**src/rtl/pieb_map.vh**
```
`ifndef PIEB_MAP_VH
`define PIEB_MAP_VH

// ----------------------------------------
// Register byte offsets
// ----------------------------------------
`define PIEB_OFF_ENABLE_1    8'h00
`define PIEB_OFF_ENABLE_2    8'h04
`define PIEB_OFF_ENABLE_3    8'h08
`define PIEB_OFF_REQUEST_1   8'h0C
`define PIEB_OFF_IRQ_STATUS  8'h10
`define PIEB_OFF_IRQ_MASK    8'h14
`define PIEB_OFF_PENDING     8'h18
`define PIEB_OFF_CORE_VIEW   8'h1C

// ----------------------------------------
// Reset value and implemented-bit masks
// ----------------------------------------
`define PIEB_REG_RESET       8'h00
`define PIEB_IMPL_1          8'hC3
`define PIEB_IMPL_2          8'h24
`define PIEB_IMPL_3          8'h03
`define PIEB_IMPL_STATUS     8'h03
`define PIEB_ZERO_WORD       32'h0000_0000
`define PIEB_BIT_CLEAR       1'b0

// ----------------------------------------
// Bit positions, first enable/request pair
// ----------------------------------------
`define PIEB_BIT_TIMER1_GATE 7
`define PIEB_BIT_CONVERTER   6
`define PIEB_BIT_TIMER2      1
`define PIEB_BIT_TIMER1_OVF  0

// ----------------------------------------
// Bit positions, second and third enables
// ----------------------------------------
`define PIEB_BIT_COMP_ONE    5
`define PIEB_BIT_NUM_OSC     2
`define PIEB_BIT_CELL_TWO    1
`define PIEB_BIT_CELL_ONE    0

// ----------------------------------------
// Status and core view bits
// ----------------------------------------
`define PIEB_ST_PERIPH       0
`define PIEB_ST_CORE         1
`define PIEB_VIEW_GLOBAL_EN  7
`define PIEB_VIEW_PERIPH_EN  6
`define PIEB_VIEW_CREQ       1
`define PIEB_VIEW_PREQ       0

`endif
```
**src/rtl/pieb_bank.v**
```verilog
// Design decisions made here: the Wishbone interface to the registers and the placing of the registers.
`timescale 1ns/10ps
`include "pieb_map.vh"

// ----------------------------------------
// Behaviour notes
// ----------------------------------------
// One wait state per access; unmapped offsets still answer
// with zero data, so a stray access never hangs the bus.
// Only byte lane 0 carries data; other lanes are ignored.
// Writing one to a flag raises it, handy as a test hook.
// Flags set whatever the enables hold; clearing a stale flag
// before enabling its source is left to software.
// Requests trail the flags by one cycle, the price of
// outputs taken straight from flip-flops.
// Core view shows the master enables live, not latched.
// Mask never clears status; masked bits stay visible.

module pieb_bank (
  // Clock and reset
  input  wire        clk_i,
  input  wire        rst_i,
  // Wishbone slave
  input  wire [7:0]  adr_i,
  input  wire [31:0] dat_i,
  input  wire [3:0]  sel_i,
  input  wire        we_i,
  input  wire        cyc_i,
  input  wire        stb_i,
  output wire [31:0] dat_o,
  output wire        ack_o,
  // Peripheral event pulses
  input  wire        timer1_gate_evt_i,
  input  wire        converter_evt_i,
  input  wire        timer2_match_evt_i,
  input  wire        timer1_overflow_evt_i,
  // Flags held in other request registers
  input  wire        comparator_one_irq_flag_i,
  input  wire        num_osc_irq_flag_i,
  input  wire        logic_cell_two_irq_flag_i,
  input  wire        logic_cell_one_irq_flag_i,
  // Core master enables
  input  wire        global_irq_enable_i,
  input  wire        periph_master_enable_i,
  // Requests
  output wire        periph_irq_req_o,
  output wire        core_irq_req_o,
  output wire        irq_o
);

  // ----------------------------------------
  // Helpers
  // ----------------------------------------
  // Word decode: low two address bits ignored
  function hit;
    input [7:0] addr;
    input [7:0] offset;
    begin
      hit = (addr[7:2] == offset[7:2]);
    end
  endfunction

  // Implemented bits only; others stay zero
  function [7:0] keep_impl;
    input [7:0] value;
    input [7:0] impl;
    begin
      keep_impl = value & impl;
    end
  endfunction

  // ----------------------------------------
  // State
  // ----------------------------------------
  reg  [7:0]  enable_1_q;
  reg  [7:0]  enable_1_d;
  reg  [7:0]  enable_2_q;
  reg  [7:0]  enable_2_d;
  reg  [7:0]  enable_3_q;
  reg  [7:0]  enable_3_d;
  reg  [7:0]  request_1_q;
  reg  [7:0]  request_1_d;
  reg  [7:0]  status_q;
  reg  [7:0]  status_d;
  reg  [7:0]  mask_q;
  reg  [7:0]  mask_d;
  reg         ack_q;
  reg         ack_d;
  reg  [31:0] rdata_q;
  reg  [31:0] rdata_d;
  reg         preq_q;
  reg         preq_d;
  reg         creq_q;
  reg         creq_d;
  reg         irq_q;
  reg         irq_d;

  // ----------------------------------------
  // Bus decode
  // ----------------------------------------
  wire        access;
  wire        take;
  wire        rd_take;
  wire        wr_commit;
  wire [7:0]  wbyte;
  wire        wr_en_1;
  wire        wr_en_2;
  wire        wr_en_3;
  wire        wr_req_1;
  wire        wr_status;
  wire        wr_mask;

  assign access    = cyc_i & stb_i;
  // New request, not yet answered
  assign take      = access & ~ack_q;
  assign rd_take   = take & ~we_i;
  // Write lands on the edge where the master sees ack
  assign wr_commit = access & we_i & ack_q & sel_i[0];
  assign wbyte     = dat_i[7:0];
  assign wr_en_1   = wr_commit & hit(adr_i, `PIEB_OFF_ENABLE_1);
  assign wr_en_2   = wr_commit & hit(adr_i, `PIEB_OFF_ENABLE_2);
  assign wr_en_3   = wr_commit & hit(adr_i, `PIEB_OFF_ENABLE_3);
  assign wr_req_1  = wr_commit & hit(adr_i, `PIEB_OFF_REQUEST_1);
  assign wr_status = wr_commit & hit(adr_i, `PIEB_OFF_IRQ_STATUS);
  assign wr_mask   = wr_commit & hit(adr_i, `PIEB_OFF_IRQ_MASK);

  // ----------------------------------------
  // Source gating
  // ----------------------------------------
  wire        gate_timer1_gate;
  wire        gate_converter;
  wire        gate_timer2;
  wire        gate_timer1_ovf;
  wire        gate_comp_one;
  wire        gate_num_osc;
  wire        gate_cell_two;
  wire        gate_cell_one;
  wire [7:0]  pending;
  reg  [7:0]  event_set;
  reg  [7:0]  core_view;

  assign gate_timer1_gate = request_1_q[`PIEB_BIT_TIMER1_GATE]
                          & enable_1_q[`PIEB_BIT_TIMER1_GATE];
  assign gate_converter   = request_1_q[`PIEB_BIT_CONVERTER]
                          & enable_1_q[`PIEB_BIT_CONVERTER];
  assign gate_timer2      = request_1_q[`PIEB_BIT_TIMER2]
                          & enable_1_q[`PIEB_BIT_TIMER2];
  assign gate_timer1_ovf  = request_1_q[`PIEB_BIT_TIMER1_OVF]
                          & enable_1_q[`PIEB_BIT_TIMER1_OVF];
  assign gate_comp_one    = comparator_one_irq_flag_i
                          & enable_2_q[`PIEB_BIT_COMP_ONE];
  assign gate_num_osc     = num_osc_irq_flag_i
                          & enable_2_q[`PIEB_BIT_NUM_OSC];
  assign gate_cell_two    = logic_cell_two_irq_flag_i
                          & enable_3_q[`PIEB_BIT_CELL_TWO];
  assign gate_cell_one    = logic_cell_one_irq_flag_i
                          & enable_3_q[`PIEB_BIT_CELL_ONE];

  assign pending = {gate_timer1_gate,
                    gate_converter,
                    gate_comp_one,
                    gate_num_osc,
                    gate_cell_two,
                    gate_cell_one,
                    gate_timer2,
                    gate_timer1_ovf};

  // Live enables beside the registered requests
  always @* begin
    core_view                       = `PIEB_REG_RESET;
    core_view[`PIEB_VIEW_GLOBAL_EN] = global_irq_enable_i;
    core_view[`PIEB_VIEW_PERIPH_EN] = periph_master_enable_i;
    core_view[`PIEB_VIEW_CREQ]      = creq_q;
    core_view[`PIEB_VIEW_PREQ]      = preq_q;
  end

  // ----------------------------------------
  // Enable registers
  // ----------------------------------------
  // Unimplemented bits are never stored, so they read zero
  always @* begin
    enable_1_d = enable_1_q;
    enable_2_d = enable_2_q;
    enable_3_d = enable_3_q;
    if (wr_en_1) begin
      enable_1_d = keep_impl(wbyte, `PIEB_IMPL_1);
    end
    if (wr_en_2) begin
      enable_2_d = keep_impl(wbyte, `PIEB_IMPL_2);
    end
    if (wr_en_3) begin
      enable_3_d = keep_impl(wbyte, `PIEB_IMPL_3);
    end
  end

  // ----------------------------------------
  // Request flags
  // ----------------------------------------
  // Event in the same cycle as a software clear wins
  always @* begin
    request_1_d = request_1_q;
    if (wr_req_1) begin
      request_1_d = keep_impl(wbyte, `PIEB_IMPL_1);
    end
    if (timer1_gate_evt_i) begin
      request_1_d[`PIEB_BIT_TIMER1_GATE] = 1'b1;
    end
    if (converter_evt_i) begin
      request_1_d[`PIEB_BIT_CONVERTER] = 1'b1;
    end
    if (timer2_match_evt_i) begin
      request_1_d[`PIEB_BIT_TIMER2] = 1'b1;
    end
    if (timer1_overflow_evt_i) begin
      request_1_d[`PIEB_BIT_TIMER1_OVF] = 1'b1;
    end
  end

  // ----------------------------------------
  // Request outputs
  // ----------------------------------------
  // Flags live regardless of enables, so software
  // must clear a stale flag before enabling it
  always @* begin
    preq_d = periph_master_enable_i & (|pending);
    creq_d = global_irq_enable_i & preq_d;
  end

  // ----------------------------------------
  // Block interrupt status and mask
  // ----------------------------------------
  // Rising edges only, so a held request sets once
  always @* begin
    event_set                  = `PIEB_REG_RESET;
    event_set[`PIEB_ST_PERIPH] = preq_d & ~preq_q;
    event_set[`PIEB_ST_CORE]   = creq_d & ~creq_q;
  end

  always @* begin
    status_d = status_q;
    mask_d   = mask_q;
    if (wr_status) begin
      status_d = status_q & ~wbyte;
    end
    // Set beats write-one-to-clear
    status_d = keep_impl(status_d | event_set, `PIEB_IMPL_STATUS);
    if (wr_mask) begin
      mask_d = keep_impl(wbyte, `PIEB_IMPL_STATUS);
    end
    irq_d = |(status_d & mask_d);
  end

  // ----------------------------------------
  // Bus answer
  // ----------------------------------------
  // One wait state: ack and data rise together
  always @* begin
    ack_d   = take;
    rdata_d = `PIEB_ZERO_WORD;
    if (rd_take) begin
      if (hit(adr_i, `PIEB_OFF_ENABLE_1)) begin
        rdata_d[7:0] = enable_1_q;
      end else if (hit(adr_i, `PIEB_OFF_ENABLE_2)) begin
        rdata_d[7:0] = enable_2_q;
      end else if (hit(adr_i, `PIEB_OFF_ENABLE_3)) begin
        rdata_d[7:0] = enable_3_q;
      end else if (hit(adr_i, `PIEB_OFF_REQUEST_1)) begin
        rdata_d[7:0] = request_1_q;
      end else if (hit(adr_i, `PIEB_OFF_IRQ_STATUS)) begin
        rdata_d[7:0] = status_q;
      end else if (hit(adr_i, `PIEB_OFF_IRQ_MASK)) begin
        rdata_d[7:0] = mask_q;
      end else if (hit(adr_i, `PIEB_OFF_PENDING)) begin
        rdata_d[7:0] = pending;
      end else if (hit(adr_i, `PIEB_OFF_CORE_VIEW)) begin
        rdata_d[7:0] = core_view;
      end
    end
  end

  // ----------------------------------------
  // Flip-flops
  // ----------------------------------------
  // Synchronous reset; every reset source clears the same way
  always @(posedge clk_i) begin
    if (rst_i) begin
      enable_1_q  <= `PIEB_REG_RESET;
      enable_2_q  <= `PIEB_REG_RESET;
      enable_3_q  <= `PIEB_REG_RESET;
      request_1_q <= `PIEB_REG_RESET;
      status_q    <= `PIEB_REG_RESET;
      mask_q      <= `PIEB_REG_RESET;
      ack_q       <= `PIEB_BIT_CLEAR;
      rdata_q     <= `PIEB_ZERO_WORD;
      preq_q      <= `PIEB_BIT_CLEAR;
      creq_q      <= `PIEB_BIT_CLEAR;
      irq_q       <= `PIEB_BIT_CLEAR;
    end else begin
      enable_1_q  <= enable_1_d;
      enable_2_q  <= enable_2_d;
      enable_3_q  <= enable_3_d;
      request_1_q <= request_1_d;
      status_q    <= status_d;
      mask_q      <= mask_d;
      ack_q       <= ack_d;
      rdata_q     <= rdata_d;
      preq_q      <= preq_d;
      creq_q      <= creq_d;
      irq_q       <= irq_d;
    end
  end

  // ----------------------------------------
  // Outputs
  // ----------------------------------------
  // Every output straight from a flip-flop
  assign dat_o            = rdata_q;
  assign ack_o            = ack_q;
  assign periph_irq_req_o = preq_q;
  assign core_irq_req_o   = creq_q;
  assign irq_o            = irq_q;

endmodule

```
**config.mk**
```make
export PLATFORM = sky130hd
export DESIGN_NAME = pieb_bank
export DESIGN_NICKNAME = d
export VERILOG_FILES = /design/src/rtl/pieb_bank.v
export VERILOG_INCLUDE_DIRS = /design/src /design/src/rtl
export SDC_FILE = /design/constraint.sdc
export NUM_CORES = 1
export LEC_CHECK = 0
export ABC_AREA = 1
export BUFFER_PORTS_ARGS = -buffer_cell sky130_fd_sc_hd__buf_4
export CORE_ASPECT_RATIO = 1.4
export CORE_MARGIN = 2
export CORE_UTILIZATION = 30
export DETAILED_ROUTE_END_ITERATION = 10
export GPL_TIMING_DRIVEN = 0
export SYNTH_ARGS = -nofsm -noshare
export SYNTH_HDL_FRONTEND = slang
export SYNTH_SLANG_ARGS = --single-unit
```
**constraint.sdc**
```tcl
create_clock -name clk_i -period 1.4 [get_ports clk_i]
set_input_delay 0.14 -clock clk_i [delete_from_list [all_inputs] [get_ports clk_i]]
set_output_delay 0.14 -clock clk_i [all_outputs]
set_load 0.01 [all_outputs]
```
# Yosys cells after proc, flatten, opt, wreduce, memory -nomap -nowiden
# Cells that the tools add are included.
# W data, S select, Z words.
op_classes:
  eq_ne: 7
  muxes: 15
  bitwise: 33
  reduce_logical: 8
op_table:
  columns: ["op", "n"]
  rows:
  - ["$mux W8", 10]
  - ["$and A1 B1 Y1", 24]
  - ["$eq A6 B3 Y1 const B", 4]
  - ["$reduce_or A8 Y1", 2]
  - ["$eq A6 B2 Y1 const B", 2]
  - ["$and A2 B8 Y8", 1]
  - ["$reduce_bool A2 Y1", 4]
  - ["$eq A6 B1 Y1 const B", 1]
  - ["$logic_not A6 Y1", 1]
  - ["$not A1 Y1", 5]
  - ["$mux W1", 4]
  - ["$and A2 B2 Y2", 1]
  - ["$mux W2", 1]
  - ["$not A2 Y2", 1]
  - ["$or A2 B2 Y2", 1]
  - ["$reduce_or A2 Y1", 1]
word_totals:
  elab_cells: 78
  output_inout_bits: 36
  regBits: 58

# Logic depth before layout (Yosys ltp)
# Gate-level depths: netlist of run 1.
depth:
  word_depth: 9
  ltp_mapped: 10
  mapped_depth_nobuf: 10

# Worst setup path after synthesis of run 1
# OpenSTA, ideal clock, no wires.
synth_timing:
  path_type: "register -> register"
  from: "register ack_q (netlist: ack_o)"
  to: "register irq_q (netlist: irq_o)"
  t_arrival_ns: 1.181
  path_slack_ns: 0.107
  stages_incl_launch_ff: 10
  t_required_ns: 1.288
  period_less_slack_ns: 1.293
  path_cell_list: "dfxtp_1 nand3_1 nor2_1 inv_2 nor2_1 nand2_1 nand2_1 nand2_1 nand2_1 nand2_1"
synth_via:
  elab_chain_len: 7
  elab_cells_between_ends: 9
synth_rtl:
  columns: ["item", "line_no", "source"]
  rows:
  - ["start, declared", "pieb_bank.v:87", "reg ack_q;"]
  - ["start signal, assigned", "pieb_bank.v:293", "ack_q <= `PIEB_BIT_CLEAR;"]
  - ["start signal, assigned", "pieb_bank.v:305", "ack_q <= ack_d;"]
  - ["$and A1 B1 Y1 (*) (2 in series)", "pieb_bank.v:118", "assign wr_commit = access & we_i & ack_q & sel_i[0];"]
  - ["$and A1 B1 Y1", "pieb_bank.v:124", "assign wr_status = wr_commit & hit(adr_i, `PIEB_OFF_IRQ_STATUS);"]
  - ["$mux W2", "pieb_bank.v:242", "if (wr_status) begin"]
  - ["$or A2 B2 Y2", "pieb_bank.v:246", "status_d = keep_impl(status_d | event_set, `PIEB_IMPL_STATUS);"]
  - ["$and A2 B8 Y8 (*)", "pieb_bank.v:250", "irq_d = |(status_d & mask_d);"]
  - ["$reduce_or A8 Y1 (*)", "pieb_bank.v:250", null]
  - ["end signal, assigned", "pieb_bank.v:297", "irq_q <= `PIEB_BIT_CLEAR;"]
  - ["end signal, assigned", "pieb_bank.v:309", "irq_q <= irq_d;"]
  - ["end, declared", "pieb_bank.v:95", "reg irq_q;"]
# Mark *: on every way between the ends. The rest lies on a longest branch, timed or not.
# A chain may end at the register's enable or synchronous reset.

# Final worst setup path of run 1
layout_timing:
  from: "register request_1_q[1]"
  to: "register irq_q (netlist: irq_o)"
layout_via:
  elab_chain_len: 8
  elab_cells_between_ends: 9
layout_rtl:
  columns: ["item", "line_no", "source"]
  rows:
  - ["start, declared", "pieb_bank.v:81", "reg [7:0] request_1_q;"]
  - ["start signal, assigned", "pieb_bank.v:290", "request_1_q <= `PIEB_REG_RESET;"]
  - ["start signal, assigned", "pieb_bank.v:302", "request_1_q <= request_1_d;"]
  - ["$and A1 B1 Y1 (*)", "pieb_bank.v:146", "assign gate_timer2 = request_1_q[`PIEB_BIT_TIMER2]"]
  - ["$reduce_or A8 Y1 (*)", "pieb_bank.v:225", "preq_d = periph_master_enable_i & (|pending);"]
  - ["$and A1 B1 Y1 (*)", "pieb_bank.v:225", null]
  - ["$and A1 B1 Y1", "pieb_bank.v:226", "creq_d = global_irq_enable_i & preq_d;"]
  - ["$and A1 B1 Y1", "pieb_bank.v:236", "event_set[`PIEB_ST_CORE] = creq_d & ~creq_q;"]
  - ["$or A2 B2 Y2 (*)", "pieb_bank.v:246", null]
  - ["$and A2 B8 Y8 (*)", "pieb_bank.v:250", null]
  - ["$reduce_or A8 Y1 (*)", "pieb_bank.v:250", null]
# Marks and branches as above.

==> metrics.txt, run 1 <==
outcome=completed; P_sw=about 0.00038 W; Seq/Total Area, Yosys=0.351; Critical Path Start Type=register; cts bufs inserted=3; maxcap violations=0; Yosys cell types=30; RSZ-0062 raised after global routing=true; Routability Congestion=around 0.89; Clock Pin Slew Worst Setup and Hold Paths=around 0.10 ns; max incr delay on CP=around 0.35 ns; switching share of power=0.245; Die Width=around 66 microns; H-tree levels=1; worst-path maximum fanout=3; Final #Nets=roughly 350; number of port buffers=38; EDFF count, synth=0; all-layer global routing usage=0.129; CTS Root Cell=clkbuf_8; gr ovfl total=0; Clock Power Share=0.325; Die Height=~90 microns; post-route ant nets=0; CTS max path bufs=2; LEAKAGE=1.05 nW; Final Hold Violating Endpoints=0; share of layout cells above drive strength 1=0.358; Detailed Routing Iterations Pass 1=4; per-cell routed wire length=approximately 11 microns; Synth area leaders=dfxtp_1 (35%), buf_4 (11%), nand2_1 (9.4%), a21oi_1 (7.8%), nand3_1 (5.0%); Final Max Slew Viols=0; DRT Wirelength=approximately 3.7 mm; largest net degree at the start of global routing=16; clock sinks=28; Synth top area share=0.351; Final Critical Period=between 1 and 1.5 ns; Setup violations, final=0; Worst Path Required=about 1.6 ns; n_diodes=0; Layout area overhead=33.6%; Tot Pwr=0.00156 W; Rows=31; die area=between 5000 and 6000 sq um; effective utilization at floorplan=0.309; core footprint=5160 sq um; Initial DRC Count=57; Main synth FF type=dfxtp_1; Worst path slowest cell=dfxtp_1; Sequential Power Share=0.523; # IOs=95; CP most frequent cell=nand2_1; #FFs+latches synth=28; Hold Buf Count CTS=0; hpwl dp=just over 3 mm; Syn. warnings=0; Placed Area=around 2000 sq um; fraction of registers with async set/reset=0; via count=roughly 1,500; Comb pwr share=0.152; Placed Cells=around 350; vias in the first global route=~1,400; internal power=0.00118 W; Setup TNS Final=0 ns; leading area contributor after synthesis=dfxtp_1; commonest non-fill, non-tap cell in the layout=buf_4; maximum vdd drop=between 0.3 and 0.4 mV; first-pass GRT wire length=6.05 mm; Worst Hold Class=in2reg; CP Cell Sequence=nand2_1 -> nand4_1 -> or2_2 -> nand2_2 -> inv_1 -> nand2_1 -> nand2_1 -> nand2_1 -> nand2_1; Worst Setup Path Type=reg2reg; cell count after synthesis=220; commonest non-fill, non-tap cells in the layout=buf_4 (62), nand2_1 (38), a21oi_1 (25); CTS tree=yes; syn avg cell area=between 7 and 8 sq um; power per cell area=731 nW/um^2; initial antenna violation count=0; Worst setup EP type=register; Mapped Area=around 1600 sq um; # DRC=0; clock network latency to the later pin of the worst-skew pair=between 0.2 and 0.3 ns; fmax=a little under 0.8 GHz; Final period util=0.929; Finished Layout Cells=between 300 and 400; post-layout util=0.413; Design Area, Final=between 2000 and 2500 sq um; Setup Skew=about 0.0021 ns; Critical Path AT=between 1 and 1.5 ns; via/cell ratio=approximately 4.3
-- stage by stage --
step           hold WS, ns  worst slack [ns]
3_3_place_gp         0.356           -0.0582
2_1_floorplan        0.275             0.107
6_report            0.0505            0.0997
4_1_cts             0.0613            0.0279
5_1_grt             0.0668           -0.0331
3_5_place_dp         0.357           -0.0586
-- registers in the layout (all words and copies together) (netlist names) --
name and cells:
dat_o 8, enable_1_q 4, request_1_q 4, enable_2_q 2, enable_3_q 2, mask_q 2
status_q 2, ack_o 1, core_irq_req_o 1, irq_o 1, periph_irq_req_o 1
-- per-layer routing --
layer / wire (microns) / GRT usage / up-vias
met1: 1390 / 0.145 / 646
met3: 238 / 0.0200 / 6
li1: - / - / 794
met4: 85 / 0.0503 / 0
met2: 2010 / 0.235 / 52
met5: 0 / 0 / -
-- critical path, delay by kind of cell, from the launching register on --
family                 cells  cell delay, ns
buffers and inverters      1            0.06
DFF                        1            0.35
and+or+nand+nor            8            0.80
-- cell families after synthesis --
logic type	share of synthesized area
flip-flops	0.351
AND/OR/NAND/NOR	0.318
AO/OA/AOI/OAI	0.135
other	0.00235
buffers and inverters	0.193
-- power by group through the flow --
| stage | combinational (W) | sequential (W) | clock, W |
|---|---|---|---|
| 3_3_place_gp | 0.000233 | 0.000832 | 0 |
| 2_1_floorplan | 0.000147 | 0.000830 | 0 |
| 3_5_place_dp | 0.000234 | 0.000832 | 0 |
| 4_1_cts | 0.000235 | 0.000813 | 0.000515 |
| 5_1_grt | 0.000259 | 0.000816 | 0.000548 |
| 6_report | 0.000237 | 0.000814 | 0.000506 |
-- Yosys cell counts (2+ instances only) --
cell type	instances
a21oi_1	25
a21oi_2	2
buf_4	24
buf_6	2
dfxtp_1	28
inv_1	21
inv_2	5
nand2_1	40
nand2_2	2
nand3_1	16
nand4_1	4
nor2_1	13
nor2_2	5
nor2_4	2
nor3_1	3
nor3_2	2
o21ai_0	7
o21ai_1	4
o21ai_2	2
or2_0	2
or2_1	2
-- area by class of cell --
class | count | area [sq um]
timing repair buffer | 38 | 285
inverter | 27 | 101
buffer | 27 | 206
clock buffer | 4 | 55.1
multi-input combinational | 161 | 833
sequential | 28 | 567
fill | 580 | 3030
tap | 66 | 82.6
-- path summary, 6_finish.rpt --
path,start,cells past startpoint,slack (ns),endpoint
worst min-delay path,rst_i,2,0.05,request_1_q[6]$_SDFFE_PP0P_
worst max-delay path,request_1_q[1]$_SDFFE_PP0P_,9,0.1,irq_o$_SDFF_PP0_
worst max register to register,request_1_q[1]$_SDFFE_PP0P_,9,0.1,irq_o$_SDFF_PP0_
worst min register to register,ack_o$_SDFF_PP0_,1,0.44,ack_o$_SDFF_PP0_
-- repair_timing --
action / CTS / global route
pin swaps: 0 / 0
gates resized for setup: 1 / 10
buffers inserted: 0 / 0
setup endpoints to repair: 6 / 8
(Power assumes the default switching activity.)
==> inputs of run 2 (changes only) <==
--- a/config.mk
+++ b/config.mk
@@ -7,11 +7,11 @@
 export NUM_CORES = 1
 export LEC_CHECK = 0
 export ABC_AREA = 1
-export BUFFER_PORTS_ARGS = -buffer_cell sky130_fd_sc_hd__buf_4
 export CORE_ASPECT_RATIO = 1.4
 export CORE_MARGIN = 2
 export CORE_UTILIZATION = 30
 export DETAILED_ROUTE_END_ITERATION = 10
+export DONT_BUFFER_PORTS = 1
 export GPL_TIMING_DRIVEN = 0
 export SYNTH_ARGS = -nofsm -noshare
 export SYNTH_HDL_FRONTEND = slang
==> metrics.txt, run 2 (synthesis results as in run 1) <==
outcome=completed; Worst Setup Path Type=reg2reg; effective utilization at floorplan=0.309; P_sw=0.000356 W; worst-path maximum fanout=3; core footprint=about 5200 sq um; Reg2Reg Setup Slack=~0.08 ns; clock sinks=28; Tot Pwr=~0.0014 W; commonest non-fill, non-tap cells in the layout=nand2_1 (38), dfxtp_1 (27), a21oi_1 (25); Sequential Power Share=0.567; Final #Nets=around 310; Final period util=0.942; hpwl dp=3.06 mm; Worst Path Required=roughly 1.6 ns; # DRC=0; Initial DRC Count=32; n_diodes=0; hold depth=2; post-route ant nets=0; CTS tree=yes; origin of the critical flop-to-flop path=enable_1_q[7]$_SDFFE_PP0P_; Die Width=65.6 microns; CTS Root Cell=clkbuf_8; max reg flops=8; Fin Hold WS=approximately 0.0012 ns; initial antenna violation count=0; Final Critical Period=approximately 1.3 ns; clock network latency to the later pin of the worst-skew pair=0.27 ns; fillers=562; vias in the first global route=approximately 1,300; CP Cell Sequence=nand2_1 -> nand4_1 -> or2_2 -> nand2_2 -> inv_1 -> nand2_1 -> nand2_1 -> nand2_1 -> nand2_1; Die Height=roughly 90 microns; Clock Pin Slew Worst Setup and Hold Paths=~0.090 ns; all-layer global routing usage=0.128; reg2reg end=irq_o$_SDFF_PP0_; H-tree levels=1; per-cell routed wire length=roughly 12 microns; first-pass GRT wire length=just under 6 mm; post-layout util=0.363; Setup violations, final=0; Detailed Routing Iterations Pass 1=4; die area=~6000 sq um; Critical Path AT=~1.5 ns; CP most frequent cell=nand2_1; switching share of power=0.248; Routability Congestion=around 0.84; CTS max path bufs=2; number of port buffers=0; Worst Hold Class=in2reg; Comb pwr share=0.123; gr ovfl total=0; via count=between 1,000 and 1,500; # IOs=95; Setup Skew=approximately 0.0027 ns; LEAKAGE=0.871 nW; maximum vdd drop=0.309 mV; Critical Path Start Type=register; share of layout cells above drive strength 1=0.235; Clock Power Share=0.310; internal power=roughly 0.0011 W; maxcap violations=0; power per cell area=about 770 nW/um^2; Worst setup EP type=register; cts bufs inserted=3; max incr delay on CP=between 0.3 and 0.4 ns; via/cell ratio=around 4.4; commonest non-fill, non-tap cell in the layout=nand2_1; Post-CTS Setup Repair Bufs=0; DRT Wirelength=3.68 mm; Layout area overhead=17.3%; largest net degree at the start of global routing=15; hold_sp=dat_i[6]; Worst path slowest cell=dfxtp_1; Final Max Slew Viols=0; hold endpoint=request_1_q[6]$_SDFFE_PP0P_; RSZ-0062 raised after global routing=true; Setup TNS Final=0 ns; Worst Reg-to-Reg Cells=9; Rows=31; fmax=~0.76 GHz; Final Hold Violating Endpoints=0
-- run 2: changes by cell type in the layout (fill, tap and decap cells not counted), sizes merged --
cell	before	now
dlygate4sd3	0	5
buf	65	27
clkbuf	4	3
-- run 2: worst max-delay path by stage --
stage | start | to | slack [ns] | cells past startpoint
2_1_floorplan | ack_o$_SDFF_PP0_ | irq_o$_SDFF_PP0_ | 0.11 | 9
3_3_place_gp | ack_o$_SDFF_PP0_ | irq_o$_SDFF_PP0_ | -0.14 | 9
3_5_place_dp | ack_o$_SDFF_PP0_ | irq_o$_SDFF_PP0_ | -0.16 | 9
4_1_cts | enable_1_q[7]$_SDFFE_PP0P_ | irq_o$_SDFF_PP0_ | 0.05 | 9
5_1_grt | ack_o$_SDFF_PP0_ | enable_1_q[7]$_SDFFE_PP0P_ | -0.06 | 6
6_report | enable_1_q[7]$_SDFFE_PP0P_ | irq_o$_SDFF_PP0_ | 0.08 | 9
-- run 2: power groups by stage --
stage	sequential (W)	combinational (W)	clock, W
finish	0.000814	0.000177	0.000445
global route	0.000815	0.000194	0.000476
CTS	0.000814	0.000175	0.000453
detailed placement	0.000832	0.000162	0
global placement	0.000832	0.000160	0
floorplan	0.000830	0.000147	0
-- run 2: final cells by class --
type	instances	area [sq um]	area share
sequential	28	562	0.300
buffer	27	206	0.110
multi-input combinational	161	828	0.443
clock buffer	3	41.3	0.0221
timing repair buffer	5	50.0	0.0267
inverter	27	101	0.0541
tap	66	82.6	0.0441
-- run 2: layer usage --
| metal | wire length, microns | global-route usage | up-vias |
|---|---|---|---|
| met5 | 0 | 0 | - |
| met4 | 119 | 0.0660 | 0 |
| met3 | 255 | 0.0262 | 9 |
| met2 | 2010 | 0.240 | 55 |
| met1 | 1300 | 0.128 | 594 |
| li1 | - | - | 725 |
-- run 2: timing repair --
item | CTS | global route
hold buffers | 5 | 0
resized for setup | 3 | 3
endpoints found under the setup margin | 11 | 7
endpoints found under the hold margin | 5 | 0
-- run 2: critical path: cells and delay by family (launching register included) --
family / cells / cell delay (ns)
flip-flops: 1 / 0.33
AND/OR/NAND/NOR: 8 / 0.84
buffers and inverters: 1 / 0.06
-- run 2: metrics by stage --
step / std cells / instance area [sq um] / setup slack, ns
6_report: 317 / 1870 / 0.0819
4_1_cts: 317 / 1860 / 0.0462
3_3_place_gp: 309 / 1760 / -0.140
5_1_grt: 317 / 1870 / -0.0631
2_1_floorplan: 243 / 1680 / 0.107
3_5_place_dp: 309 / 1760 / -0.157
==> inputs of run 3 (changes only) <==
--- a/config.mk
+++ b/config.mk
@@ -8,11 +8,12 @@
 export LEC_CHECK = 0
 export ABC_AREA = 1
 export CORE_ASPECT_RATIO = 1.4
-export CORE_MARGIN = 2
+export CORE_MARGIN = 3
 export CORE_UTILIZATION = 30
 export DETAILED_ROUTE_END_ITERATION = 10
 export DONT_BUFFER_PORTS = 1
 export GPL_TIMING_DRIVEN = 0
+export PLACE_DENSITY = 0.51
 export SYNTH_ARGS = -nofsm -noshare
 export SYNTH_HDL_FRONTEND = slang
 export SYNTH_SLANG_ARGS = --single-unit
==> metrics.txt, run 3 (synthesis results as in run 1) <==
outcome=completed; maxcap violations=0; Comb pwr share=0.126; Setup Skew=about 0.0025 ns; Die Height=between 90 and 100 microns; Critical Path Start Type=register; largest net degree at the start of global routing=15; initial antenna violation count=0; Finished Layout Cells=316; max incr delay on CP=between 0.3 and 0.4 ns; Worst Hold Class=in2reg; Layout area overhead=18.1%; Final Max Slew Viols=0; Detailed Routing Iterations Pass 1=4; number of port buffers=0; CTS tree=yes; top layer used by detailed routing=met4; # DRC=0; hpwl dp=between 3 and 4 mm; Multi-input gate area=between 800 and 900 sq um; Worst setup EP type=register; die area=around 6200 sq um; RSZ-0062 raised after global routing=true; switching share of power=0.249; Worst Path Buf+Inv=1; CP Cell Sequence=nand2_1 -> nand4_1 -> or2_2 -> nand2_2 -> inv_1 -> nand2_1 -> nand2_1 -> nand2_1 -> nand2_1; Worst Setup Path Type=reg2reg; CTS Root Cell=clkbuf_8; vias in the first global route=1,279; Setup violations, final=0; worst-path maximum fanout=3; Routability Congestion=0.829; internal power=0.00108 W; cts bufs inserted=3; Final Critical Period=1.32 ns; Clock Pin Slew Worst Setup and Hold Paths=roughly 0.090 ns; fillers=~570; core footprint=between 4000 and 5000 sq um; largest delay contributor family on the critical path=simple AND/OR/NAND/NOR gates; Final Hold Violating Endpoints=0; Worst Path Required=~1.6 ns; metal3 WL=roughly 210 microns; Worst path slowest cell=dfxtp_2; Placed Cells=~310; Final period util=0.944; Rows=30; via/cell ratio=approximately 4.3; routed wl met2=~2.1 mm; H-tree levels=1; effective utilization at floorplan=0.320; gr ovfl total=0; Die Width=between 60 and 70 microns; P_sw=~0.00036 W; first-pass GRT wire length=about 6 mm; Tot Pwr=roughly 0.0014 W; Initial DRC Count=56; area occupied by registers=around 560 sq um; clock sinks=28; # IOs=95; share of layout cells above drive strength 1=0.246; Post-CTS Setup Repair Bufs=0; M1 WL=1.44 mm; clock network latency to the later pin of the worst-skew pair=0.28 ns; LEAKAGE=0.876 nW; fmax=0.756 GHz; Critical Path AT=approximately 1.5 ns; Clock Power Share=0.309; Sequential Power Share=0.566; all-layer global routing usage=0.132; per-cell routed wire length=~12 microns; maximum vdd drop=0.301 mV; post-route ant nets=0; power per cell area=~760 nW/um^2; DRT Wirelength=3.86 mm; max reg flops=8; via count=around 1,400; n_diodes=0; CP most frequent cell=nand2_1; CTS max path bufs=2; Final #Nets=between 300 and 400; commonest non-fill, non-tap cell in the layout=nand2_1; commonest non-fill, non-tap cells in the layout=nand2_1 (37), a21oi_1 (25), dfxtp_1 (25)
==> run 3: layout make-up <==
type                            instances  share of cell area
Multi-Input combinational cell        161               0.441
Timing Repair Buffer                    6              0.0319
Sequential cell                        28               0.299
Clock buffer                            3              0.0219
Inverter                               27              0.0538
Buffer                                 27               0.110
Tap cell                               64              0.0425
==> run 3: metal layers <==
layer | up-vias | global-route usage
met5 | - | 0
met4 | 0 | 0.0626
met3 | 6 | 0.0208
met2 | 36 | 0.239
met1 | 601 | 0.143
li1 | 726 | -
==> run 3: final timing paths <==
kind | start | to | slack [ns] | cells after the start
min reg2reg | ack_o$_SDFF_PP0_ | ack_o$_SDFF_PP0_ | 0.48 | 1
max reg2reg | enable_1_q[0]$_SDFFE_PP0P_ | irq_o$_SDFF_PP0_ | 0.08 | 9
max | enable_1_q[0]$_SDFFE_PP0P_ | irq_o$_SDFF_PP0_ | 0.08 | 9
min | periph_master_enable_i | periph_irq_req_o$_SDFF_PP0_ | 0.009 | 2
==> run 3: worst register-to-register path, delay by kind of cell (launching register included) <==
family / cells / cell delay, ns
and+or+nand+nor: 8 / 0.85
DFF: 1 / 0.34
buffers and inverters: 1 / 0.05
==> run 3: stage by stage <==
stage	instance area (sq um)	utilization	setup slack (ns)	hold WS [ns]	TNS (ns)
5_1_grt	1880	0.377	-0.0550	0.00491	-0.150
6_report	1880	0.377	0.0778	0.00931	0
2_1_floorplan	1680	-	0.107	0.275	0
4_1_cts	1870	0.375	0.0210	0.00143	0
3_3_place_gp	1760	0.353	-0.157	0.278	-0.960
3_5_place_dp	1760	0.353	-0.150	0.283	-0.837
==> run 3: timing repair <==
item | 4_1_cts | 5_1_grt
endpoints found under the setup margin | 11 | 7
pin swaps | 0 | 0
resized for setup | 3 | 6
endpoints found under the hold margin | 6 | 0
hold buffers | 6 | 0
==> run 3: power by group through the flow <==
stage,clock network (W),registers (W),logic [W]
after floorplan,0,0.000830,0.000147
after CTS,0.000467,0.000814,0.000179
after global placement,0,0.000832,0.000161
after global routing,0.000497,0.000817,0.000202
final,0.000445,0.000815,0.000181
after detailed placement,0,0.000833,0.000163
